===== src/inc/io_cell_pkg.sv =====
// Shared constants, configuration layout and stream word for the I/O cell input path
package io_cell_pkg;

    // ==========================================================
    // Delay line and divider defaults
    localparam int NUM_TAPS = 144;
    localparam int TAP_W = 8;
    localparam int NUM_DLLS = 12;
    localparam int HS_DIV = 2;
    localparam int LS_DIV = 8;
    localparam int FIFO_DEPTH = 32;
    localparam int SYNC_STAGES = 3;
    localparam logic [TAP_W-1:0] TAP_MAX = 8'h8f;
    localparam logic [TAP_W-1:0] TAP_ONE = 8'h01;
    localparam logic [TAP_W-1:0] TAP_ZERO = 8'h00;

    // ==========================================================
    // Source of the delay tap setting
    typedef enum logic [2:0]
    {
        DELAY_FIXED = 3'h1,
        DELAY_CALIB = 3'h2,
        DELAY_ADAPT = 3'h4
    } delay_mode_t;

    // ==========================================================
    // Static configuration of one cell
    typedef struct packed
    {
        logic comb_from_delay;
        logic clk_from_delay;
        logic sdr_from_delay;
        logic second_is_latch;
        logic first_init_set;
        logic first_async;
        logic second_init_set;
        logic second_async;
        logic gsr_enable;
        delay_mode_t delay_mode;
        logic [TAP_W-1:0] fixed_taps;
    } cell_cfg_t;

    localparam cell_cfg_t CFG_RESET = '{
        comb_from_delay: 1'b0,
        clk_from_delay: 1'b0,
        sdr_from_delay: 1'b0,
        second_is_latch: 1'b0,
        first_init_set: 1'b0,
        first_async: 1'b0,
        second_init_set: 1'b0,
        second_async: 1'b0,
        gsr_enable: 1'b0,
        delay_mode: DELAY_FIXED,
        fixed_taps: 8'h00
    };

    // ==========================================================
    // Captured sample and the tap that produced it
    typedef struct packed
    {
        logic [TAP_W-1:0] tap;
        logic data;
    } capture_word_t;

    localparam int WORD_W = $bits(capture_word_t);

endpackage


===== src/design/io_cell_input_capture_path.sv =====
// Input capture path of a programmable I/O cell with its output stream FIFO
`timescale 1ns/1ps

// ==========================================================
// Stream FIFO
module capture_fifo #(
    parameter int WIDTH = 9,
    parameter int DEPTH = 32
)
(
    // Clock and reset
    input wire logic mclk,
    input wire logic reset,
    // Filling side
    input wire logic in_valid,
    output logic in_ready,
    input wire logic [WIDTH-1:0] in_data,
    // Draining side
    output logic out_valid,
    input wire logic out_ready,
    output logic [WIDTH-1:0] out_data
);
    localparam int AW = $clog2(DEPTH);

    generate
        if (DEPTH < 2 || (1 << AW) != DEPTH)
        begin : g_bad_depth
            $error("capture_fifo depth must be a power of two of at least 2");
        end
    endgenerate

    logic [WIDTH-1:0] mem [DEPTH];
    logic [AW-1:0] wr_ptr_reg;
    logic [AW-1:0] rd_ptr_reg;
    logic [AW:0] count_reg;
    logic push;
    logic pop;

    assign in_ready = (count_reg != (AW+1)'(DEPTH));
    assign out_valid = (count_reg != '0);
    assign out_data = mem[rd_ptr_reg];
    assign push = in_valid && in_ready;
    assign pop = out_valid && out_ready;

    always_ff @(posedge mclk)
    begin
        if (push)
        begin
            mem[wr_ptr_reg] <= in_data;
        end
    end

    always_ff @(posedge mclk or posedge reset)
    begin
        if (reset)
        begin
            wr_ptr_reg <= '0;
            rd_ptr_reg <= '0;
            count_reg <= '0;
        end
        else
        begin
            if (push)
            begin
                wr_ptr_reg <= wr_ptr_reg + 1'b1;
            end
            if (pop)
            begin
                rd_ptr_reg <= rd_ptr_reg + 1'b1;
            end
            if (push && !pop)
            begin
                count_reg <= count_reg + 1'b1;
            end
            else if (pop && !push)
            begin
                count_reg <= count_reg - 1'b1;
            end
        end
    end
endmodule

module io_cell_input_capture_path #(
    parameter int NUM_TAPS = io_cell_pkg::NUM_TAPS,
    parameter int HS_DIV = io_cell_pkg::HS_DIV,
    parameter int LS_DIV = io_cell_pkg::LS_DIV,
    parameter int FIFO_DEPTH = io_cell_pkg::FIFO_DEPTH
)
(
    // Clock and reset
    input wire logic mclk,
    input wire logic reset,
    // Pad side
    input wire logic pad_input_signal,
    input wire logic local_set_reset,
    input wire logic global_set_reset,
    // Fabric side control
    input wire logic input_clock_enable,
    input wire io_cell_pkg::cell_cfg_t cell_cfg,
    input wire logic [io_cell_pkg::TAP_W-1:0] calib_taps,
    // Fabric side outputs
    output logic comb_input_out,
    output logic input_clock_out,
    output logic delayed_to_shift_out,
    output logic captured_input_out,
    output logic [io_cell_pkg::TAP_W-1:0] active_taps,
    // Captured stream
    output logic stream_valid,
    input wire logic stream_ready,
    output io_cell_pkg::capture_word_t stream_word
);
    generate
        if (NUM_TAPS < 3 || NUM_TAPS > io_cell_pkg::NUM_TAPS || HS_DIV < 1 || LS_DIV < 2
            || HS_DIV > 256 || LS_DIV > 256)
        begin : g_bad_params
            $error("io_cell_input_capture_path: unsupported parameter values");
        end
    endgenerate

    localparam logic [io_cell_pkg::TAP_W-1:0] TAP_LAST = io_cell_pkg::TAP_W'(NUM_TAPS - 1);

    // ==========================================================
    // Pin synchronisers: a change counts once stages two and three agree
    logic [io_cell_pkg::SYNC_STAGES-1:0] pad_sync_reg;
    logic [io_cell_pkg::SYNC_STAGES-1:0] lsr_sync_reg;
    logic [io_cell_pkg::SYNC_STAGES-1:0] gsr_sync_reg;
    logic pad_clean_reg;
    logic lsr_clean_reg;
    logic gsr_clean_reg;

    always_ff @(posedge mclk or posedge reset)
    begin
        if (reset)
        begin
            pad_sync_reg <= '0;
            lsr_sync_reg <= '0;
            gsr_sync_reg <= '0;
            pad_clean_reg <= 1'b0;
            lsr_clean_reg <= 1'b0;
            gsr_clean_reg <= 1'b0;
        end
        else
        begin
            pad_sync_reg <= {pad_sync_reg[1:0], pad_input_signal};
            lsr_sync_reg <= {lsr_sync_reg[1:0], local_set_reset};
            gsr_sync_reg <= {gsr_sync_reg[1:0], global_set_reset};
            if (pad_sync_reg[1] == pad_sync_reg[2])
            begin
                pad_clean_reg <= pad_sync_reg[2];
            end
            if (lsr_sync_reg[1] == lsr_sync_reg[2])
            begin
                lsr_clean_reg <= lsr_sync_reg[2];
            end
            if (gsr_sync_reg[1] == gsr_sync_reg[2])
            begin
                gsr_clean_reg <= gsr_sync_reg[2];
            end
        end
    end

    // ==========================================================
    // Configuration is taken once after reset and then frozen
    io_cell_pkg::cell_cfg_t cfg_reg;
    logic cfg_loaded_reg;

    always_ff @(posedge mclk or posedge reset)
    begin
        if (reset)
        begin
            cfg_reg <= io_cell_pkg::CFG_RESET;
            cfg_loaded_reg <= 1'b0;
        end
        else if (!cfg_loaded_reg)
        begin
            cfg_reg <= cell_cfg;
            cfg_loaded_reg <= 1'b1;
        end
    end

    // ==========================================================
    // Input clock dividers: one-cycle ticks mark the rising edges
    logic [7:0] hs_cnt_reg;
    logic [7:0] ls_cnt_reg;
    logic hs_tick;
    logic ls_tick;
    logic ls_phase_high;

    assign hs_tick = (hs_cnt_reg == 8'(HS_DIV - 1));
    assign ls_tick = (ls_cnt_reg == 8'(LS_DIV - 1));
    // Latch mode is transparent during the first half of the slow period and again on its last cycle, the ls_tick cycle
    assign ls_phase_high = (ls_cnt_reg < 8'(LS_DIV / 2)) || ls_tick;

    always_ff @(posedge mclk or posedge reset)
    begin
        if (reset)
        begin
            hs_cnt_reg <= '0;
            ls_cnt_reg <= '0;
        end
        else
        begin
            hs_cnt_reg <= hs_tick ? 8'h00 : hs_cnt_reg + 8'h01;
            ls_cnt_reg <= ls_tick ? 8'h00 : ls_cnt_reg + 8'h01;
        end
    end

    // ==========================================================
    // Tapped delay line, one mclk per tap
    logic [NUM_TAPS-1:0] dline_reg;
    logic [io_cell_pkg::TAP_W-1:0] tap_reg;
    logic delayed;
    logic early_sample;
    logic late_sample;

    always_ff @(posedge mclk or posedge reset)
    begin
        if (reset)
        begin
            dline_reg <= '0;
        end
        else
        begin
            dline_reg <= {dline_reg[NUM_TAPS-2:0], pad_clean_reg};
        end
    end

    assign delayed = dline_reg[tap_reg];
    assign early_sample = dline_reg[(tap_reg == io_cell_pkg::TAP_ZERO) ? tap_reg
                                    : tap_reg - io_cell_pkg::TAP_ONE];
    assign late_sample = dline_reg[(tap_reg == TAP_LAST) ? tap_reg
                                   : tap_reg + io_cell_pkg::TAP_ONE];

    // ==========================================================
    // Tap setting: fixed, calibration bus, or adaptive
    // The calibration bus uses the same tap scale as the loop delay lines,
    // so a loop-driven value tracks process, voltage and temperature.
    always_ff @(posedge mclk or posedge reset)
    begin
        if (reset)
        begin
            tap_reg <= io_cell_pkg::TAP_ZERO;
        end
        else if (!cfg_loaded_reg)
        begin
            tap_reg <= (cell_cfg.fixed_taps > TAP_LAST) ? TAP_LAST : cell_cfg.fixed_taps;
        end
        else
        begin
            unique case (cfg_reg.delay_mode)
                io_cell_pkg::DELAY_FIXED:
                begin
                    tap_reg <= (cfg_reg.fixed_taps > TAP_LAST) ? TAP_LAST
                               : cfg_reg.fixed_taps;
                end
                io_cell_pkg::DELAY_CALIB:
                begin
                    tap_reg <= (calib_taps > TAP_LAST) ? TAP_LAST : calib_taps;
                end
                io_cell_pkg::DELAY_ADAPT:
                begin
                    // An edge just after the sample point means too little hold: back off
                    if (hs_tick && late_sample != delayed && tap_reg != io_cell_pkg::TAP_ZERO)
                    begin
                        tap_reg <= tap_reg - io_cell_pkg::TAP_ONE;
                    end
                    else if (hs_tick && early_sample != delayed && tap_reg != TAP_LAST)
                    begin
                        tap_reg <= tap_reg + io_cell_pkg::TAP_ONE;
                    end
                end
                default:
                begin
                    tap_reg <= tap_reg;
                end
            endcase
        end
    end

    // ==========================================================
    // Control mux: input-side set/reset and gated global set/reset
    logic input_side_set_reset;
    logic gsr_gated;
    logic fifo_in_ready;
    logic ce_eff;
    logic sdr_src;

    assign input_side_set_reset = lsr_clean_reg;
    assign gsr_gated = gsr_clean_reg && cfg_reg.gsr_enable;
    // A full FIFO stalls capture so no sample is dropped
    assign ce_eff = input_clock_enable && fifo_in_ready;
    assign sdr_src = cfg_reg.sdr_from_delay ? delayed : pad_clean_reg;

    // ==========================================================
    // First element: register on the high-speed clock edge
    logic first_reg;

    always_ff @(posedge mclk or posedge reset)
    begin
        if (reset)
        begin
            first_reg <= 1'b0;
        end
        else if (gsr_gated)
        begin
            first_reg <= cfg_reg.first_init_set;
        end
        else if (input_side_set_reset && (cfg_reg.first_async || hs_tick))
        begin
            first_reg <= cfg_reg.first_init_set;
        end
        else if (hs_tick && ce_eff)
        begin
            first_reg <= sdr_src;
        end
    end

    // ==========================================================
    // Second element: register or latch on the low-speed clock
    logic second_reg;
    logic second_load;
    logic push_reg;

    assign second_load = cfg_reg.second_is_latch ? ls_phase_high : ls_tick;

    always_ff @(posedge mclk or posedge reset)
    begin
        if (reset)
        begin
            second_reg <= 1'b0;
        end
        else if (gsr_gated)
        begin
            second_reg <= cfg_reg.second_init_set;
        end
        else if (input_side_set_reset && (cfg_reg.second_async || ls_tick))
        begin
            second_reg <= cfg_reg.second_init_set;
        end
        else if (second_load && ce_eff)
        begin
            second_reg <= first_reg;
        end
    end

    // One word per low-speed edge once the capture has settled
    always_ff @(posedge mclk or posedge reset)
    begin
        if (reset)
        begin
            push_reg <= 1'b0;
        end
        else
        begin
            push_reg <= ls_tick && ce_eff && cfg_loaded_reg;
        end
    end

    // ==========================================================
    // Registered fabric outputs
    always_ff @(posedge mclk or posedge reset)
    begin
        if (reset)
        begin
            comb_input_out <= 1'b0;
            input_clock_out <= 1'b0;
            delayed_to_shift_out <= 1'b0;
            captured_input_out <= 1'b0;
            active_taps <= io_cell_pkg::TAP_ZERO;
        end
        else
        begin
            comb_input_out <= cfg_reg.comb_from_delay ? delayed : pad_clean_reg;
            input_clock_out <= cfg_reg.clk_from_delay ? delayed : pad_clean_reg;
            delayed_to_shift_out <= delayed;
            captured_input_out <= second_reg;
            active_taps <= tap_reg;
        end
    end

    // ==========================================================
    // Capture stream buffer and registered output stage
    io_cell_pkg::capture_word_t push_word;
    io_cell_pkg::capture_word_t fifo_word;
    logic fifo_out_valid;
    logic fifo_take;

    assign push_word = '{tap: tap_reg, data: second_reg};
    assign fifo_take = fifo_out_valid && (!stream_valid || stream_ready);

    capture_fifo #(
        .WIDTH(io_cell_pkg::WORD_W),
        .DEPTH(FIFO_DEPTH)
    ) u_fifo (
        .mclk(mclk),
        .reset(reset),
        .in_valid(push_reg),
        .in_ready(fifo_in_ready),
        .in_data(push_word),
        .out_valid(fifo_out_valid),
        .out_ready(fifo_take),
        .out_data(fifo_word)
    );

    always_ff @(posedge mclk or posedge reset)
    begin
        if (reset)
        begin
            stream_valid <= 1'b0;
            stream_word <= '0;
        end
        else if (fifo_take)
        begin
            stream_valid <= 1'b1;
            stream_word <= fifo_word;
        end
        else if (stream_ready)
        begin
            stream_valid <= 1'b0;
        end
    end
endmodule


===== config.mk =====
export PLATFORM = sky130hd
export DESIGN_NAME = io_cell_input_capture_path
export DESIGN_NICKNAME = d
export VERILOG_FILES = /design/src/inc/io_cell_pkg.sv /design/src/design/io_cell_input_capture_path.sv
export SDC_FILE = /design/constraint.sdc
export NUM_CORES = 1
export LEC_CHECK = 0
export BUFFER_PORTS_ARGS = -buffer_cell sky130_fd_sc_hd__clkbuf_2
export CORE_UTILIZATION = 65
export DETAILED_ROUTE_END_ITERATION = 10
export GPL_TIMING_DRIVEN = 0
export HOLD_SLACK_MARGIN = 0.08
export PLACE_DENSITY = 0.87
export SLEW_MARGIN = 20
export SYNTH_ARGS = -nofsm -noshare
export SYNTH_HDL_FRONTEND = slang
export SYNTH_HIERARCHICAL = 1
export SYNTH_SLANG_ARGS = --single-unit

===== constraint.sdc =====
create_clock -name mclk -period 17.4 [get_ports mclk]
set_input_delay 1.74 -clock mclk [delete_from_list [all_inputs] [get_ports mclk]]
set_output_delay 1.74 -clock mclk [all_outputs]
set_load 0.05 [all_outputs]

### After elaboration in Yosys (flattened, before gate mapping)

Memory sizes are Yosys's and may differ from the RTL's. A register that Yosys moved wholly into a read port is not among the register bits.
Index checks and enable logic that the tools add are counted.

* output and inout bits: 22
* word-level logic and storage cells: 130
* input bits: 35
* memories kept: 1
* register bits: 233
* bits in writable memories: 288

Memories
* u_fifo.mem: depth 32, bits a word 9, read ports 1, clocked after memory_dff 1, wr ports 1, line io_cell_input_capture_path.sv:32 `logic [WIDTH-1:0] mem [DEPTH];`

* reduce and logical (&&, ||, !) cells: 32
* eq/ne operators: 15
* $add $sub $neg: 8
* multiplexer cells: 33
* order comparisons: 7

Operators by type and width (count)
* 8-bit two-way mux: 10
* 8-bit by 9-bit < comparator with 1-bit output (second input constant): 3
* 8-bit by 1-bit adder with 8-bit output (second input constant): 3
* 1-bit binary-select mux with 8-bit select: 3
* 8-bit > comparator (second input constant): 3
* 8-bit one-hot mux with 3 select lines: 1
* 1-bit logical AND: 17
* 1-bit two-way mux: 17
* 6-bit two-way mux: 2
* 5-bit by 1-bit adder with 5-bit output (second input constant): 2
* 8-bit by 1-bit equality test with 1-bit output (second input constant): 1
* 8-bit by 3-bit equality test with 1-bit output (second input constant): 1
* 8-bit equality test (second input constant): 1
* 8-bit zero test: 1
* 8-bit by 3-bit < comparator with 1-bit output (second input constant): 1
* 8-bit inequality test (second input constant): 1
* 8-bit nonzero test: 1
* 8-bit by 1-bit subtractor with 8-bit output (second input constant): 1
* 6-bit by 1-bit adder with 6-bit output (second input constant): 1
* 6-bit inequality test (second input constant): 1
* 3-bit nonzero test: 2
* 6-bit nonzero test: 1
* 6-bit by 1-bit subtractor with 6-bit output (second input constant): 1
* 1-bit logical OR: 4
* 10 further kinds: 16

### Depth between registers and ports, before layout

* depth in word-level cells: 11
* mapped depth: 21

### Modules after synthesis

The synthesis kept the hierarchy.

By module, submodules not included
* io_cell_input_capture_path: seq. area each 5656.7 um2, area each 12789.8 um2, instances 1, cells each 1111
* capture_fifo: seq. area each 9048.7 um2, area each 12169.2 um2, instances 1, cells each 616

### Least setup slack after synthesis

No wires, ideal clock.

* path type: reg-to-reg
* from: register tap_reg[0] (netlist name)
* to: register tap_reg[1] (netlist name)
* library setup time: 125 ps
* stages on the path, launching flop included: 18
* data arrival time: 4645 ps
* data required time: 17275 ps
* setup slack: 12630 ps
* path buffers: 6
* path through: dfrtp_1 buf_2 inv_1 buf_1 clkbuf_1 ha_1 buf_2 buf_2 buf_1 mux4_2 a41oi_1 nor4b_1 o32ai_1 o21ai_2 mux2i_4 xnor2_1 a311o_1 mux2_2

* word-level cells in the longest chain between the ends: 10
* elaborated cells between the ends (all ways): 26
* classes of those cells: add/sub (2); eq/ne (5); mux (12); reduce/logical (7)

RTL lines
* start, declared: line io_cell_input_capture_path.sv:211 `logic [io_cell_pkg::TAP_W-1:0] tap_reg;`
* start signal, assigned: line io_cell_input_capture_path.sv:242 `tap_reg <= io_cell_pkg::TAP_ZERO;`
* start signal, assigned: line io_cell_input_capture_path.sv:246 `tap_reg <= (cell_cfg.fixed_taps > TAP_LAST) ? TAP_LAST : cell_cfg.fixed_taps;`
* start signal, assigned: line io_cell_input_capture_path.sv:253 `tap_reg <= (cfg_reg.fixed_taps > TAP_LAST) ? TAP_LAST`
* 8-bit by 1-bit adder with 8-bit output or 8-bit equality test (tied branches): line io_cell_input_capture_path.sv:232, io_cell_input_capture_path.sv:269, io_cell_input_capture_path.sv:231
* 8-bit two-way mux: line io_cell_input_capture_path.sv:231 `assign late_sample = dline_reg[(tap_reg == TAP_LAST) ? tap_reg`
* 1-bit binary-select mux with 8-bit select: line io_cell_input_capture_path.sv:231
* 1-bit two-way mux: line io_cell_input_capture_path.sv:231
* 1-bit inequality test: line io_cell_input_capture_path.sv:263 `if (hs_tick && late_sample != delayed && tap_reg != io_cell_pkg::TAP_ZERO)`
* 1-bit logical AND (2 in a row): line io_cell_input_capture_path.sv:263
* 8-bit two-way mux: line io_cell_input_capture_path.sv:263
* 8-bit one-hot mux with 3 select lines: line io_cell_input_capture_path.sv:250 `unique case (cfg_reg.delay_mode)`
* 8-bit two-way mux: line io_cell_input_capture_path.sv:244 `else if (!cfg_loaded_reg)`

Parallel ways exist; a longest one is shown, timed or not. The select of a mux whose other input is x is not followed.
A chain may end at the register's enable or synchronous reset.

### Worst setup path after layout

* from: register tap_reg[0] (netlist name)
* to: register tap_reg[0] (netlist name)

Same word-level chain as after synthesis.

==> results.json <==
{
  "status": "finished, final reports clean",
  "clock-sinks": 530,
  "netlist_area_um2": 25000,
  "switchingPower_w": 0.00159,
  "async_reset_ff_share_pct": 45.7,
  "ant_nets": 0,
  "nFillCells": 2272,
  "fin_crit_sh_pct": 42.5,
  "h-tree-depth": 2,
  "cts_hold_buf": 0,
  "antenna_found_initial": 1,
  "yosys.cell_types.count": 103,
  "synth.yosys.seq_area_share_pct": 58.9,
  "p_seq_share_pct": 37.1,
  "post_cts_buffers": 0,
  "coreArea_um2": 37800,
  "path_clk_slew_ns": 0.07,
  "synthFlopType": "edfxtp_1",
  "grt_usage_pct": 41.4,
  "grt_remaining_overflow": 0,
  "maxSlewHeadroom_pct": 21.0,
  "gp_congestion": 1.03,
  "end_kind": "register",
  "finalClockSkew_ns": 0.0270,
  "intPower_w": 0.00261,
  "arrival_ns": 7.92,
  "area_growth_pct": 10.8,
  "finalNonFillerCells": 2391,
  "cp_max_fo": 35,
  "numPortBuffers": 56,
  "fp.dieW_um": 198,
  "min_path_type": "register to register",
  "vias": 17800,
  "tightest_slew_ns": 1.18,
  "worstSetupStartpoint": "tap_reg[0]",
  "drv_cap": 0,
  "largest_register_ffs": 288,
  "dr.pass1.iters": 6,
  "start_util_pct": 66.1,
  "cp_top_family": "buffers and inverters",
  "rsz0062_at_grt": "false",
  "leakage_nw": 10.5,
  "nNetsFinal": 1894,
  "drtIter0Drc": 2508,
  "p_clk_share_pct": 26.2,
  "post-dp-hpwl_um": 52700,
  "synth_area_leader_cell": "edfxtp_1",
  "irDropWorstVdd_mv": 0.0920,
  "ys_top_cells_by_area": "edfxtp_1 (35%), dfrtp_1 (24%), mux4_2 (10%)",
  "fmax_ghz": 0.135,
  "die_h_um": 198,
  "cts_tree": "done",
  "path_cells": "buf_2 -> inv_1 -> buf_1 -> clkbuf_1 -> ha_1 -> buf_2 -> buf_2 -> buf_1 -> buf_1 -> mux4_2 -> nand2_1 -> nand3_1 -> nand2_1 -> o221ai_1 -> a41oi_1 -> xnor2_1 -> o221ai_2 -> buf_6 -> nor2_1 -> a31oi_1",
  "clk_root_buffer_cell": "clkbuf_16",
  "syn_nets": 1780,
  "numCtsBuffers": 51,
  "hp-start": "lsr_sync_reg[0]",
  "setup_viol": 0,
  "finalWorstSetupSlack_ns": 10.0,
  "rows": 71,
  "drive_gt1_share_pct": 21.5,
  "synthCells": 1727,
  "grt_pass1_wl_um": 115000,
  "drv_slew": 0,
  "power.density_nw_per_um2": 152,
  "place_ws_ns": 10.08,
  "timing.rr.start": "tap_reg[0]",
  "postCtsResizedCells": 0,
  "cpMaxStageDelayCell": "buf_1",
  "max_stage_delay_ns": 0.85,
  "criticalPathCategory": "register to register",
  "ys_seq_elements": 530,
  "combPwrFrac_pct": 36.7,
  "diodes": 0,
  "routed_wl_um": 79100,
  "grt_max_degree": 111,
  "tns_ns": 0,
  "vias_per_cell": 7.45,
  "finalCriticalPeriod_ns": 7.40,
  "grt_pass1_vias": 17500,
  "synth_common_cells": "edfxtp_1 (288), dfrtp_1 (241), mux2i_1 (114)",
  "cp.required_ns": 17.92,
  "clk_latency_ns": 0.61,
  "syn_area_per_cell_um2": 14.5,
  "routedWlPerCell_um": 33.1,
  "critPathBufInv": 9,
  "io-pin-count": 57,
  "drc": 0,
  "yosysMostFrequentCell": "edfxtp_1",
  "dieArea_um2": 39200,
  "ys_warn_count": 6,
  "worstSetupStartpointType": "register",
  "synth_top_area_share_pct": 34.7,
  "dp.cells": 2299,
  "clock_path_buffers": 3,
  "finalHoldViolCount": 0,
  "switching_share_pct": 37.8,
  "synth-edff-count": 288
}
==> path summary, 6_finish.rpt <==
path	cells past startpoint	end	slack, ns
worst max-delay path	20	tap_reg[0]	10.0
worst min-delay path	0	lsr_sync_reg[1]	0.35
worst max register to register	20	tap_reg[0]	10.0
worst min register to register	0	lsr_sync_reg[1]	0.35
max in group asynchronous	3	dline_reg[7]	15.40
min in group asynchronous	2	active_taps[0]	1.10
==> cell type report <==
type                       count  area [µm²]  area share, %
tap                          511         639           2.31
timing repair buffer          61         365           1.32
clock buffer                  72        1420           5.12
sequential                   530       14700           53.2
clock inverter                20         219          0.792
multi-input combinational   1049        9520           34.4
buffer                       119         666           2.41
inverter                      29         116          0.421
==> power by group through the flow <==
stage,clock network (W),registers (W),logic [W]
floorplan,0,0.00159,0.000929
global placement,0,0.00157,0.00143
detailed placement,0,0.00158,0.00145
CTS,0.00110,0.00156,0.00149
global route,0.00115,0.00157,0.00157
finish,0.00110,0.00156,0.00154
==> through the flow <==
stage	util [%]	hold WS [ns]	cell area, µm²	power (W)
4_1_cts	73.2	0.353	27600	0.00414
3_3_place_gp	68.5	0.333	25900	0.00299
3_5_place_dp	68.9	0.340	26000	0.00303
5_1_grt	73.2	0.357	27700	0.00429
6_report	73.2	0.350	27700	0.00420
2_1_floorplan	-	0.331	25000	0.00252
==> routing by layer <==
metal	vias to the layer above	share of wire [%]	track usage (%)
li1	7033	-	-
met1	8827	35	52.6
met2	1579	46	64.3
met3	381	12	10.2
met4	0	7.4	26.8
met5	-	0	0
==> cell usage in the layout, fill, tap and decap left out, types with 14 or more instances in the layout <==
cell and n:
edfxtp_1 288, dfrtp_1 233, mux2i_1 114, mux4_2 112
nand2_1 96, nor2_1 89, a21oi_1 56, clkbuf_2 56
clkbuf_1 52, clkbuf_16 52, buf_2 48, nand3_1 45
mux2_2 40, o21ai_0 39, nor3_1 28, xnor2_1 28
a211oi_1 26, inv_1 25, nor2b_1 20, a31oi_1 17
o221ai_1 17, ha_1 17, mux4_1 17, nand2b_1 16
o22ai_1 16, and3_1 15, nor4_1 14, nand4_1 14
a22oi_1 14
==> kinds of logic after synthesis <==
family | Yosys count | synth area share (%)
and+or+nand+nor | 392 | 8.00
DFF | 530 | 58.9
AOI/OAI and AO/OA | 311 | 9.06
other | 1 | 0.0150
xor gates and xnor gates | 39 | 1.43
adders and majority gates | 21 | 1.05
buffers and inverters | 148 | 3.10
muxes | 285 | 18.4
==> worst register-to-register path, delay by kind of cell, from the launching register on <==
| kind | cells | cell delay (ns) |
|---|---|---|
| multiplexers | 1 | 0.34 |
| buffers and inverters | 9 | 4.25 |
| flip-flops | 1 | 0.67 |
| XOR/XNOR | 1 | 0.21 |
| AND/OR/NAND/NOR | 4 | 0.29 |
| AO/OA/AOI/OAI | 4 | 1.30 |
| adder cells (fa/ha/maj) | 1 | 0.24 |
(Power assumes the default switching activity.)
